<file path="config.mk">
export PLATFORM = sky130hd
export DESIGN_NAME = tcc_timer_ctrl
export DESIGN_NICKNAME = d
export VERILOG_FILES = /design/src/tcc_pkg.sv /design/src/tcc_timer_ctrl.sv /design/src/tcc_prescaler.sv
export SDC_FILE = /design/constraint.sdc
export NUM_CORES = 1
export LEC_CHECK = 0
export BUFFER_PORTS_ARGS = -buffer_cell sky130_fd_sc_hd__buf_2
export CAP_MARGIN = 10
export CORE_MARGIN = 2
export CORE_UTILIZATION = 43
export CTS_BUF_LIST = sky130_fd_sc_hd__clkbuf_2 sky130_fd_sc_hd__clkbuf_4 sky130_fd_sc_hd__clkbuf_8
export DETAILED_ROUTE_END_ITERATION = 12
export GPL_ROUTABILITY_DRIVEN = 0
export HOLD_SLACK_MARGIN = 0.15
export PLACE_DENSITY = 0.65
export SETUP_SLACK_MARGIN = 0.5
export SYNTH_ARGS = -nofsm -noshare
export SYNTH_HDL_FRONTEND = slang
export SYNTH_SLANG_ARGS = --single-unit
</file>
<file path="constraint.sdc">
create_clock -name clock -period 1.9 [get_ports clock]
set_input_delay 0.095 -clock clock [delete_from_list [all_inputs] [get_ports clock]]
set_output_delay 0.095 -clock clock [all_outputs]
set_load 0.01 [all_outputs]
</file>
<file path="src/tcc_pkg.sv">
// Purpose: shared constants and carrier types of the timer control block
// Assumes: byte-wide register port, 6-bit byte address
// Notes:   offsets are byte addresses on the plain register port
package tcc_pkg;
    localparam int ADDR_W = 6;
    // register offsets
    localparam logic [5:0] A_SEL    = 6'h00;
    localparam logic [5:0] A_DISC   = 6'h01;
    localparam logic [5:0] A_MASK   = 6'h02;
    localparam logic [5:0] A_CNT_HI = 6'h04;
    localparam logic [5:0] A_CNT_LO = 6'h05;
    localparam logic [5:0] A_SC1    = 6'h06;
    localparam logic [5:0] A_ACT_HI = 6'h08;
    localparam logic [5:0] A_ACT_LO = 6'h09;
    localparam logic [5:0] A_EDG_HI = 6'h0A;
    localparam logic [5:0] A_EDG_LO = 6'h0B;
    localparam logic [5:0] A_TIE    = 6'h0C;
    localparam logic [5:0] A_SC2    = 6'h0D;
    localparam logic [5:0] A_FLG1   = 6'h0E;
    localparam logic [5:0] A_FLG2   = 6'h0F;
    localparam logic [5:0] A_TC     = 6'h10;
    localparam logic [5:0] A_ACCTL  = 6'h20;
    localparam logic [5:0] A_PA_HI  = 6'h22;
    localparam logic [5:0] A_PA_LO  = 6'h23;
    localparam logic [5:0] A_PTPS   = 6'h2B;
    // field positions
    localparam int SC1_TEN  = 7;
    localparam int SC1_FFCA = 4;
    localparam int SC1_PREC = 3;
    localparam int SC2_OIE  = 7;
    localparam int SC2_CLR7 = 3;
    localparam int SC2_PR_HI = 2;
    localparam int FLG2_OVF = 7;
    localparam int PA_EN    = 6;
    localparam int PA_EDGE  = 4;
    // values after reset and counter top
    localparam logic [7:0]  RST_BYTE = 8'h00;
    localparam logic [15:0] RST_WORD = 16'h0000;
    localparam logic [15:0] CNT_TOP  = 16'hFFFF;

    // one register port request
    typedef struct packed {
        logic       wr;
        logic       rd;
        logic [5:0] addr;
        logic [7:0] wdata;
    } tcc_bus_req_t;

    // timer pins, driven side
    typedef struct packed {
        logic [7:0] out;
        logic [7:0] oe;
    } tcc_pin_t;
endpackage : tcc_pkg

</file>
<file path="src/tcc_timer_ctrl.sv">
// Purpose: control, flags and pin actions of an eight-channel timer
// Assumes: register port and pins synchronous to clock
// Notes:   read data stand one cycle after the read strobe only
//
// The plain strobed port was decided locally.
`timescale 1ns/10ps
module tcc_timer_ctrl #(
    parameter int CH = 8
) (
    input  wire logic                clock,
    input  wire logic                rstn,
    input  wire tcc_pkg::tcc_bus_req_t bus_req,
    output logic [7:0]               rd_data,
    input  wire logic [CH-1:0]       cap_in,
    output tcc_pkg::tcc_pin_t        pin,
    output logic [CH-1:0]            chan_irq,
    output logic                     ovf_irq
);
    // byte-wide registers hold exactly eight channels
    if (CH != 8) begin : g_bad_ch
        $error("tcc_timer_ctrl serves exactly eight channels");
    end

    logic [7:0]  sel_reg;
    logic [7:0]  disc_reg;
    logic [7:0]  mask_reg;
    logic [7:0]  sc1_reg;
    logic        prec_lock_reg;
    logic [15:0] act_reg;
    logic [15:0] edg_reg;
    logic [7:0]  tie_reg;
    logic [7:0]  sc2_reg;
    logic [7:0]  acctl_reg;
    logic [7:0]  ptps_reg;
    logic [7:0]  flg_reg;
    logic        ovf_reg;
    logic [15:0] cnt_reg;
    logic [15:0] pa_cnt_reg;
    logic [15:0] tc_reg [CH];
    logic [7:0]  prev_reg;
    logic [7:0]  out_reg;
    logic [7:0]  rd_data_reg;

    logic        wr;
    logic        rd;
    logic [5:0]  addr;
    logic [7:0]  wdata;
    logic        timer_run_enable;
    logic        acen;
    logic        fast;
    logic        clr7;
    logic        tick;
    logic        in_tc;
    logic        w1c_ok;
    logic [7:0]  match;
    logic [7:0]  cap_evt;
    logic [7:0]  fclr;
    logic [7:0]  out_next;
    logic [7:0]  flg_clr;
    logic        ovf_evt;
    logic        ovf_clr;
    logic        pa_edge;
    logic [7:0]  rd_mux;

    // request fields and control bits
    assign wr     = bus_req.wr;
    assign rd     = bus_req.rd;
    assign addr   = bus_req.addr;
    assign wdata  = bus_req.wdata;
    assign timer_run_enable    = sc1_reg[tcc_pkg::SC1_TEN];
    assign acen   = acctl_reg[tcc_pkg::PA_EN];
    assign fast   = sc1_reg[tcc_pkg::SC1_FFCA];
    assign clr7   = sc2_reg[tcc_pkg::SC2_CLR7];
    assign in_tc  = addr[5:4] == tcc_pkg::A_TC[5:4];
    assign w1c_ok = timer_run_enable || acen;

    // prescaler runs only with the timer enabled
    tcc_prescaler u_pre (
        .clock   (clock),
        .rstn    (rstn),
        .run     (timer_run_enable),
        .precise (sc1_reg[tcc_pkg::SC1_PREC]),
        .select  (sc2_reg[tcc_pkg::SC2_PR_HI:0]),
        .ptps    (ptps_reg),
        .tick    (tick)
    );

    // per-channel compare, capture, fast clear and pin logic
    for (genvar i = 0; i < CH; i++) begin : g_ch
        logic om;
        logic ol;
        logic rise;
        logic fall;
        assign om   = act_reg[2*i+1];
        assign ol   = act_reg[2*i];
        assign rise = cap_in[i] && !prev_reg[i];
        assign fall = !cap_in[i] && prev_reg[i];
        assign match[i] = sel_reg[i] && tick && cnt_reg == tc_reg[i];
        // upper bit is falling, lower bit is rising
        assign cap_evt[i] = !sel_reg[i] && timer_run_enable
                          && ((edg_reg[2*i] && rise) || (edg_reg[2*i+1] && fall));
        assign fclr[i] = fast && in_tc && addr[3:1] == 3'(i)
                       && ((rd && !sel_reg[i]) || (wr && sel_reg[i]));
        // masked or disconnected channels keep their line
        always_comb begin
            out_next[i] = out_reg[i];
            if (match[i] && !mask_reg[i] && !disc_reg[i]) begin
                unique case ({om, ol})
                    2'b00: out_next[i] = out_reg[i];
                    2'b01: out_next[i] = !out_reg[i];
                    2'b10: out_next[i] = 1'b0;
                    2'b11: out_next[i] = 1'b1;
                endcase
            end
        end
        assign pin.oe[i] = (om || ol) && !disc_reg[i];
    end

    assign pin.out = out_reg;

    // compare line state and input history
    always_ff @(posedge clock or negedge rstn) begin
        if (!rstn) begin
            out_reg  <= tcc_pkg::RST_BYTE;
            prev_reg <= tcc_pkg::RST_BYTE;
        end else begin
            out_reg  <= out_next;
            prev_reg <= cap_in;
        end
    end

    // configuration writes; the precision bit takes one write only
    always_ff @(posedge clock or negedge rstn) begin
        if (!rstn) begin
            sel_reg       <= tcc_pkg::RST_BYTE;
            disc_reg      <= tcc_pkg::RST_BYTE;
            mask_reg      <= tcc_pkg::RST_BYTE;
            sc1_reg       <= tcc_pkg::RST_BYTE;
            prec_lock_reg <= 1'b0;
            act_reg       <= tcc_pkg::RST_WORD;
            edg_reg       <= tcc_pkg::RST_WORD;
            tie_reg       <= tcc_pkg::RST_BYTE;
            sc2_reg       <= tcc_pkg::RST_BYTE;
            acctl_reg     <= tcc_pkg::RST_BYTE;
            ptps_reg      <= tcc_pkg::RST_BYTE;
        end else if (wr) begin
            unique case (addr)
                tcc_pkg::A_SEL:    sel_reg <= wdata;
                tcc_pkg::A_DISC:   disc_reg <= wdata;
                tcc_pkg::A_MASK:   mask_reg <= wdata;
                tcc_pkg::A_SC1: begin
                    sc1_reg <= wdata;
                    if (prec_lock_reg) begin
                        sc1_reg[tcc_pkg::SC1_PREC] <= sc1_reg[tcc_pkg::SC1_PREC];
                    end
                    prec_lock_reg <= 1'b1;
                end
                tcc_pkg::A_ACT_HI: act_reg[15:8] <= wdata;
                tcc_pkg::A_ACT_LO: act_reg[7:0] <= wdata;
                tcc_pkg::A_EDG_HI: edg_reg[15:8] <= wdata;
                tcc_pkg::A_EDG_LO: edg_reg[7:0] <= wdata;
                tcc_pkg::A_TIE:    tie_reg <= wdata;
                tcc_pkg::A_SC2:    sc2_reg <= wdata;
                tcc_pkg::A_ACCTL:  acctl_reg <= wdata;
                tcc_pkg::A_PTPS:   ptps_reg <= wdata;
                default: ;
            endcase
        end
    end

    // value registers: software writes in compare mode, capture latches count
    always_ff @(posedge clock or negedge rstn) begin
        if (!rstn) begin
            for (int k = 0; k < CH; k++) begin
                tc_reg[k] <= tcc_pkg::RST_WORD;
            end
        end else begin
            for (int k = 0; k < CH; k++) begin
                if (cap_evt[k]) begin
                    tc_reg[k] <= cnt_reg;
                end else if (wr && in_tc && addr[3:1] == 3'(k) && sel_reg[k]) begin
                    if (addr[0]) begin
                        tc_reg[k][7:0] <= wdata;
                    end else begin
                        tc_reg[k][15:8] <= wdata;
                    end
                end
            end
        end
    end

    // free-running counter, stopped while the timer is off
    always_ff @(posedge clock or negedge rstn) begin
        if (!rstn) begin
            cnt_reg <= tcc_pkg::RST_WORD;
        end else if (timer_run_enable && tick) begin
            if (clr7 && match[7]) begin
                cnt_reg <= tcc_pkg::RST_WORD;
            end else begin
                cnt_reg <= cnt_reg + 16'h0001;
            end
        end
    end

    // a modulus reset at the top is not an overflow
    assign ovf_evt = timer_run_enable && tick && cnt_reg == tcc_pkg::CNT_TOP
                   && !(clr7 && match[7]);

    // channel flags; set beats a clear in the same cycle
    assign flg_clr = ((wr && w1c_ok && addr == tcc_pkg::A_FLG1) ? wdata : 8'h00)
                   | fclr;
    always_ff @(posedge clock or negedge rstn) begin
        if (!rstn) begin
            flg_reg <= tcc_pkg::RST_BYTE;
        end else begin
            flg_reg <= (flg_reg & ~flg_clr) | match | cap_evt;
        end
    end

    // overflow flag, cleared by write one or fast counter access
    assign ovf_clr = (wr && w1c_ok && addr == tcc_pkg::A_FLG2
                      && wdata[tcc_pkg::FLG2_OVF])
                   || (fast && (rd || wr)
                       && (addr == tcc_pkg::A_CNT_HI || addr == tcc_pkg::A_CNT_LO));
    always_ff @(posedge clock or negedge rstn) begin
        if (!rstn) begin
            ovf_reg <= 1'b0;
        end else begin
            ovf_reg <= (ovf_reg && !ovf_clr) || ovf_evt;
        end
    end

    // pulse accumulator on pin 7, alive without the timer run bit
    assign pa_edge = acctl_reg[tcc_pkg::PA_EDGE] ? (cap_in[7] && !prev_reg[7])
                                                 : (!cap_in[7] && prev_reg[7]);
    always_ff @(posedge clock or negedge rstn) begin
        if (!rstn) begin
            pa_cnt_reg <= tcc_pkg::RST_WORD;
        end else if (acen && pa_edge) begin
            pa_cnt_reg <= pa_cnt_reg + 16'h0001;
        end
    end

    // interrupt requests are plain levels of flag and enable
    assign chan_irq = flg_reg & tie_reg;
    assign ovf_irq  = ovf_reg && sc2_reg[tcc_pkg::SC2_OIE];

    // read selection; unmapped bytes read zero
    always_comb begin
        rd_mux = 8'h00;
        if (in_tc) begin
            rd_mux = addr[0] ? tc_reg[addr[3:1]][7:0] : tc_reg[addr[3:1]][15:8];
        end else begin
            unique case (addr)
                tcc_pkg::A_SEL:    rd_mux = sel_reg;
                tcc_pkg::A_DISC:   rd_mux = disc_reg;
                tcc_pkg::A_MASK:   rd_mux = mask_reg;
                tcc_pkg::A_CNT_HI: rd_mux = cnt_reg[15:8];
                tcc_pkg::A_CNT_LO: rd_mux = cnt_reg[7:0];
                tcc_pkg::A_SC1:    rd_mux = sc1_reg;
                tcc_pkg::A_ACT_HI: rd_mux = act_reg[15:8];
                tcc_pkg::A_ACT_LO: rd_mux = act_reg[7:0];
                tcc_pkg::A_EDG_HI: rd_mux = edg_reg[15:8];
                tcc_pkg::A_EDG_LO: rd_mux = edg_reg[7:0];
                tcc_pkg::A_TIE:    rd_mux = tie_reg;
                tcc_pkg::A_SC2:    rd_mux = sc2_reg;
                tcc_pkg::A_FLG1:   rd_mux = flg_reg;
                tcc_pkg::A_FLG2:   rd_mux = {ovf_reg, 7'h00};
                tcc_pkg::A_ACCTL:  rd_mux = acctl_reg;
                tcc_pkg::A_PA_HI:  rd_mux = pa_cnt_reg[15:8];
                tcc_pkg::A_PA_LO:  rd_mux = pa_cnt_reg[7:0];
                tcc_pkg::A_PTPS:   rd_mux = ptps_reg;
                default:           rd_mux = 8'h00;
            endcase
        end
    end

    // data stand only in the cycle after the strobe
    always_ff @(posedge clock or negedge rstn) begin
        if (!rstn) begin
            rd_data_reg <= tcc_pkg::RST_BYTE;
        end else begin
            rd_data_reg <= rd ? rd_mux : 8'h00;
        end
    end

    assign rd_data = rd_data_reg;

    property p_toggle;
        @(posedge clock) disable iff (!rstn)
        (match[1] && act_reg[3:2] == 2'b01 && !mask_reg[1] && !disc_reg[1])
        |=> out_reg[1] != $past(out_reg[1]);
    endproperty
    a_toggle: assert property (p_toggle) else $error("channel 1 did not toggle");

    property p_modulus;
        @(posedge clock) disable iff (!rstn)
        (timer_run_enable && tick && clr7 && match[7]) |=> cnt_reg == 16'h0000;
    endproperty
    a_modulus: assert property (p_modulus) else $error("counter not cleared");

    property p_stuck_zero;
        @(posedge clock) disable iff (!rstn)
        (timer_run_enable && clr7 && sel_reg[7] && tc_reg[7] == 16'h0000 && cnt_reg == 16'h0000
         && !cap_evt[7] && !(wr && in_tc))
        |=> cnt_reg == 16'h0000;
    endproperty
    a_stuck_zero: assert property (p_stuck_zero) else $error("counter left zero");

    property p_no_ovf_top;
        @(posedge clock) disable iff (!rstn)
        (tick && clr7 && match[7] && cnt_reg == 16'hFFFF && !ovf_reg)
        |=> !ovf_reg && cnt_reg == 16'h0000;
    endproperty
    a_no_ovf_top: assert property (p_no_ovf_top) else $error("overflow on modulus");

    property p_ovf_set;
        @(posedge clock) disable iff (!rstn)
        (timer_run_enable && tick && cnt_reg == 16'hFFFF && !(clr7 && match[7]))
        |=> ovf_reg && cnt_reg == 16'h0000;
    endproperty
    a_ovf_set: assert property (p_ovf_set) else $error("rollover missed");

    property p_w1c_locked;
        @(posedge clock) disable iff (!rstn)
        (!timer_run_enable && !acen && wr && addr == tcc_pkg::A_FLG1) |=> flg_reg == $past(flg_reg);
    endproperty
    a_w1c_locked: assert property (p_w1c_locked) else $error("flag cleared while off");

    property p_zero_keeps;
        @(posedge clock) disable iff (!rstn)
        (wr && addr == tcc_pkg::A_FLG1 && wdata == 8'h00 && fclr == 8'h00)
        |=> (flg_reg & $past(flg_reg)) == $past(flg_reg);
    endproperty
    a_zero_keeps: assert property (p_zero_keeps) else $error("zero write cleared");

    property p_fast_ovf;
        @(posedge clock) disable iff (!rstn)
        (fast && rd && addr == tcc_pkg::A_CNT_LO && !ovf_evt) |=> !ovf_reg;
    endproperty
    a_fast_ovf: assert property (p_fast_ovf) else $error("fast clear missed");

    property p_stopped;
        @(posedge clock) disable iff (!rstn)
        !timer_run_enable |=> $stable(cnt_reg);
    endproperty
    a_stopped: assert property (p_stopped) else $error("counter ran while off");

    property p_irq_follow;
        @(posedge clock) disable iff (!rstn)
        (cap_evt[0] && tie_reg[0] && !(wr && addr == tcc_pkg::A_TIE)) |=> chan_irq[0];
    endproperty
    a_irq_follow: assert property (p_irq_follow) else $error("channel request missing");
endmodule : tcc_timer_ctrl

</file>
<file path="src/tcc_prescaler.sv">
// Purpose: bus clock prescaler making the timer count tick
// Assumes: run low holds all stages at zero
// Notes:   a new factor loads when the stages wrap to zero and on every cycle while run is low
`timescale 1ns/10ps
module tcc_prescaler (
    input  wire logic       clock,
    input  wire logic       rstn,
    input  wire logic       run,
    input  wire logic       precise,
    input  wire logic [2:0] select,
    input  wire logic [7:0] ptps,
    output logic            tick
);
    logic [7:0] cnt_reg;
    logic [7:0] div_reg;
    logic [7:0] div_next;

    // legacy factor is two to the select, precision is ptps plus one
    assign div_next = precise ? ptps : ~(8'hFF << select);
    assign tick     = run && (cnt_reg == div_reg);

    // factor is taken only where all stages are zero, avoiding a short period
    always_ff @(posedge clock or negedge rstn) begin
        if (!rstn) begin
            cnt_reg <= tcc_pkg::RST_BYTE;
            div_reg <= tcc_pkg::RST_BYTE;
        end else if (!run || cnt_reg == div_reg) begin
            cnt_reg <= tcc_pkg::RST_BYTE;
            div_reg <= div_next;
        end else begin
            cnt_reg <= cnt_reg + 8'h01;
        end
    end

    property p_pre_slow;
        @(posedge clock) disable iff (!rstn)
        (tick && div_next != 8'h00) |=> !tick;
    endproperty
    a_pre_slow: assert property (p_pre_slow) else $error("prescaler ticked twice");

    property p_pre_hold;
        @(posedge clock) disable iff (!rstn)
        (run && cnt_reg != 8'h00 && cnt_reg != div_reg) |=> $stable(div_reg);
    endproperty
    a_pre_hold: assert property (p_pre_hold) else $error("factor changed mid period");
endmodule : tcc_prescaler

</file>
==> results.sh <==
export IMPL_placed_cell_area_sq_mm=0.0204
export IMPL_numCtsBuffers=54
export IMPL_fin_crit_ps=2020
export IMPL_synth_top_area_share_pct=43.9
export IMPL_postSynthAreaPerCell_sq_um=10.0
export IMPL_finalWorstSetupSlack_ps=-119
export IMPL_cts_clk_slew_worst_paths_ps=60
export IMPL_syn_nets=1765
export IMPL_grt_first_pass_wirelength_um=106000
export IMPL_worst_hold_path_endpoint="prev_reg[4]$_DFF_PN0_"
export IMPL_synthArstFlopShare_pct=100
export IMPL_grt_max_degree=69
export IMPL_cp_data_arrival_time_ps=2580
export IMPL_first_pass_iters=5
export IMPL_die_h_um=205
export IMPL_yosysWarnings=0
export IMPL_cpPeakStageDelay_ps=460
export IMPL_r2r_cells=7
export IMPL_wl_um=72600
export IMPL_hp_class="input port to register"
export IMPL_switchingPower_mw=6.84
export IMPL_worstReg2RegStart="cnt_reg[0]$_DFFE_PN0N_"
export IMPL_grt_pass1_vias=16800
export IMPL_synth_top_area_cell="dfrtp_1"
export IMPL_wire_per_inst_um=27.4
export IMPL_route_vias_total=17200
export IMPL_cts_sinks=306
export IMPL_viasPerCell=6.46
export IMPL_path_buf_inv=2
export IMPL_clock_power_share_pct=33.9
export IMPL_critPathLaunchType="register"
export IMPL_io_pins=59
export IMPL_cts_tree="done"
export IMPL_antenna_found_initial=1
export IMPL_max_freq_mhz=495
export IMPL_hold_slack_ps=171
export IMPL_rows=73
export IMPL_overflow=0
export IMPL_largest_reg_flops=128
export IMPL_synth_area_sq_mm=0.0174
export IMPL_yosys_most_used_dff="dfrtp_1"
export IMPL_critPathKind="register to register"
export IMPL_rsz0062_at_grt="yes"
export IMPL_worstPathCellList="buf_4, xnor2_2, nand4_1, nor4_2, buf_4, nand3_2, o21ba_4"
export IMPL_crit_family="simple AND/OR/NAND/NOR gates"
export IMPL_r2r_end="out_reg[6]$_DFFE_PN0P_"
export IMPL_r2r_slack_ps=-120
export IMPL_pwr_share_comb_pct=27.1
export IMPL_worstPathRequired_ps=2470
export IMPL_clkLatencyLatePin_ps=680
export IMPL_finalSetupViolCount=6
export IMPL_root_buffer="clkbuf_8"
export IMPL_netlist_instances=1736
export IMPL_clock_path_buffers=3
export IMPL_die_area_sq_mm=0.0422
export IMPL_path_common_cell="buf_4"
export IMPL_synth_common_cells="306 x dfrtp_1, 296 x nand2_1, 144 x xnor2_1"
export IMPL_min_period_over_period_pct=106
export IMPL_hpwl_um=48200
export IMPL_drive_above_1_share_pct=48.0
export IMPL_cap_violations=0
export IMPL_coreArea_sq_mm=0.0399
export IMPL_ys_seq_elements=306
export IMPL_start_util_pct=43.7
export IMPL_fin_area_sq_mm=0.0250
export IMPL_powerDensity_mw_per_mm2=809
export IMPL_grt_total_usage_pct=33.8
export IMPL_io_buffer_count=58
export IMPL_synth_most_common_cell="dfrtp_1"
export IMPL_drt_initial_drc_count=1817
export IMPL_power_internal_mw=13.4
export IMPL_end_kind="register"
export IMPL_syn2layout_area_growth_pct=43.1
export IMPL_min_from="cap_in[4]"
export IMPL_worst_pin_slew_ps=796
export IMPL_drc_errors=0
export IMPL_die_w_um=205
export IMPL_whs_path_depth=2
export IMPL_status="finished, violations left"
export IMPL_slew_violations=0
export IMPL_fin_util_pct=62.6
export IMPL_synth_cell_types=72
export IMPL_ant_nets=0
export IMPL_max_vdd_ir_drop_v=0.000774
export IMPL_cp_slowest_cell="dfrtp_2"
export IMPL_relSlewSlack_pct=46.9
export IMPL_htreeDepth=2
export IMPL_p_leak_nw=10.9
export IMPL_switching_share_pct=33.8
export IMPL_synth_enable_flop_cells=0
export IMPL_p_total_mw=20.2
export IMPL_crit_fanout=7
export IMPL_num_nets_final=2116
export IMPL_hold_viol=0
export IMPL_violations="negative setup slack"
export IMPL_seq_area_frac_synth_pct=43.9
export IMPL_p_seq_share_pct=39.0
export IMPL_synth_area_leaders="dfrtp_1 44%, xnor2_1 7.2%, mux2_2 7.0%"
export IMPL_skew_ps=49.3
-- routing by layer --
metal / global-route usage (%) / up-vias / part of all wire, %
li1: - / 6992 / -
met1: 42.2 / 8525 / 37
met2: 52.1 / 1254 / 45
met3: 8.28 / 384 / 10
met4: 22.7 / 0 / 8.1
met5: 0 / - / 0
-- kinds of logic (layout without fill, tap and decap cells) --
logic type / Yosys count / in the layout / synth area share (%)
AO/OA/AOI/OAI: 265 / 265 / 11.3
multiplexers: 170 / 170 / 12.9
XOR/XNOR: 168 / 168 / 8.43
AND/OR/NAND/NOR: 678 / 678 / 19.6
flip-flops: 306 / 306 / 43.9
other: 0 / 1 / 0
adder cells (fa/ha/maj): 3 / 3 / 0.215
buffers and inverters: 146 / 538 / 3.68
-- power by group through the flow --
stage,Clock (mW),Combinational [mW],Sequential [mW]
floorplan,0,2.38,7.60
global placement,0,4.11,7.90
detailed placement,0,4.18,7.91
CTS,6.87,4.85,7.80
global route,7.19,5.71,7.89
finish,6.85,5.48,7.87
-- stage by stage --
step | std cells | setup slack (ps) | setup TNS, ps
2_1_floorplan | 1736 | 105 | 0
3_3_place_gp | 2405 | -99.8 | -1020
3_5_place_dp | 2405 | -125 | -2080
4_1_cts | 2622 | -4.64 | -4.94
5_1_grt | 2653 | -169 | -961
6_report | 2654 | -119 | -316
-- layout make-up --
type | count | area, sq um
Timing Repair Buffer | 421 | 4150
Multi-Input combinational cell | 1284 | 11200
Antenna cell | 1 | 2.50
Inverter | 20 | 80.1
Tap cell | 525 | 657
Fill cell | 2951 | 14900
Sequential cell | 306 | 7690
Clock inverter | 12 | 130
Clock buffer | 85 | 1060
-- timing repair --
item | in CTS | in global routing
cloned | 5 | 3
hold buffers | 31 | 0
buffers inserted | 84 | 28
pin swaps | 64 | 157
setup endpoints to repair | 216 | 242
resized for setup | 162 | 262
hold endpoints to repair | 474 | 0
-- cell usage in the layout, fill, tap and decap left out, types with 16 or more instances in the layout --
cell           netlist  routed
dfrtp_1            306     280
nand2_1            296     222
buf_4               10     215
mux2_2             108     107
xnor2_1            144      97
nand3_1            103      82
a22oi_2              0      75
clkbuf_8             0      68
nand2_2              2      57
buf_2               38      55
buf_6                1      55
nor2_1              82      54
buf_12               0      49
xnor2_2              0      43
nand4_1             42      42
a22oi_1            117      42
mux4_2              33      33
dlygate4sd3_1        0      30
dfrtp_2              0      26
mux2i_1             29      24
xor2_1              24      23
nor2_4               2      22
inv_1               20      19
nand2_4              0      19
and2_1              21      18
a21oi_1             23      18
nand3_2              0      17
clkbuf_4             0      17
o21ai_2              0      16
nand3b_1            16      16
nor4_2               0      16
-- worst max path at each step --
stage | end | slack [ps] | startpoint | cells past startpoint
6_report | out_reg[6]$_DFFE_PN0P_ | -120 | cnt_reg[0]$_DFFE_PN0N_ | 7
5_1_grt | out_reg[2]$_DFFE_PN0P_ | -170 | cnt_reg[11]$_DFFE_PN0N_ | 7
4_1_cts | out_reg[6]$_DFFE_PN0P_ | -5 | cnt_reg[10]$_DFFE_PN0N_ | 8
3_5_place_dp | out_reg[2]$_DFFE_PN0P_ | -120 | cnt_reg[10]$_DFFE_PN0N_ | 7
3_3_place_gp | rd_data[1]$_DFF_PN0_ | -100 | bus_req[8] | 7
2_1_floorplan | cnt_reg[15]$_DFFE_PN0N_ | 110 | u_pre.cnt_reg[2]$_DFF_PN0_ | 6
No activity file was read; power rests on OpenSTA's default activity.
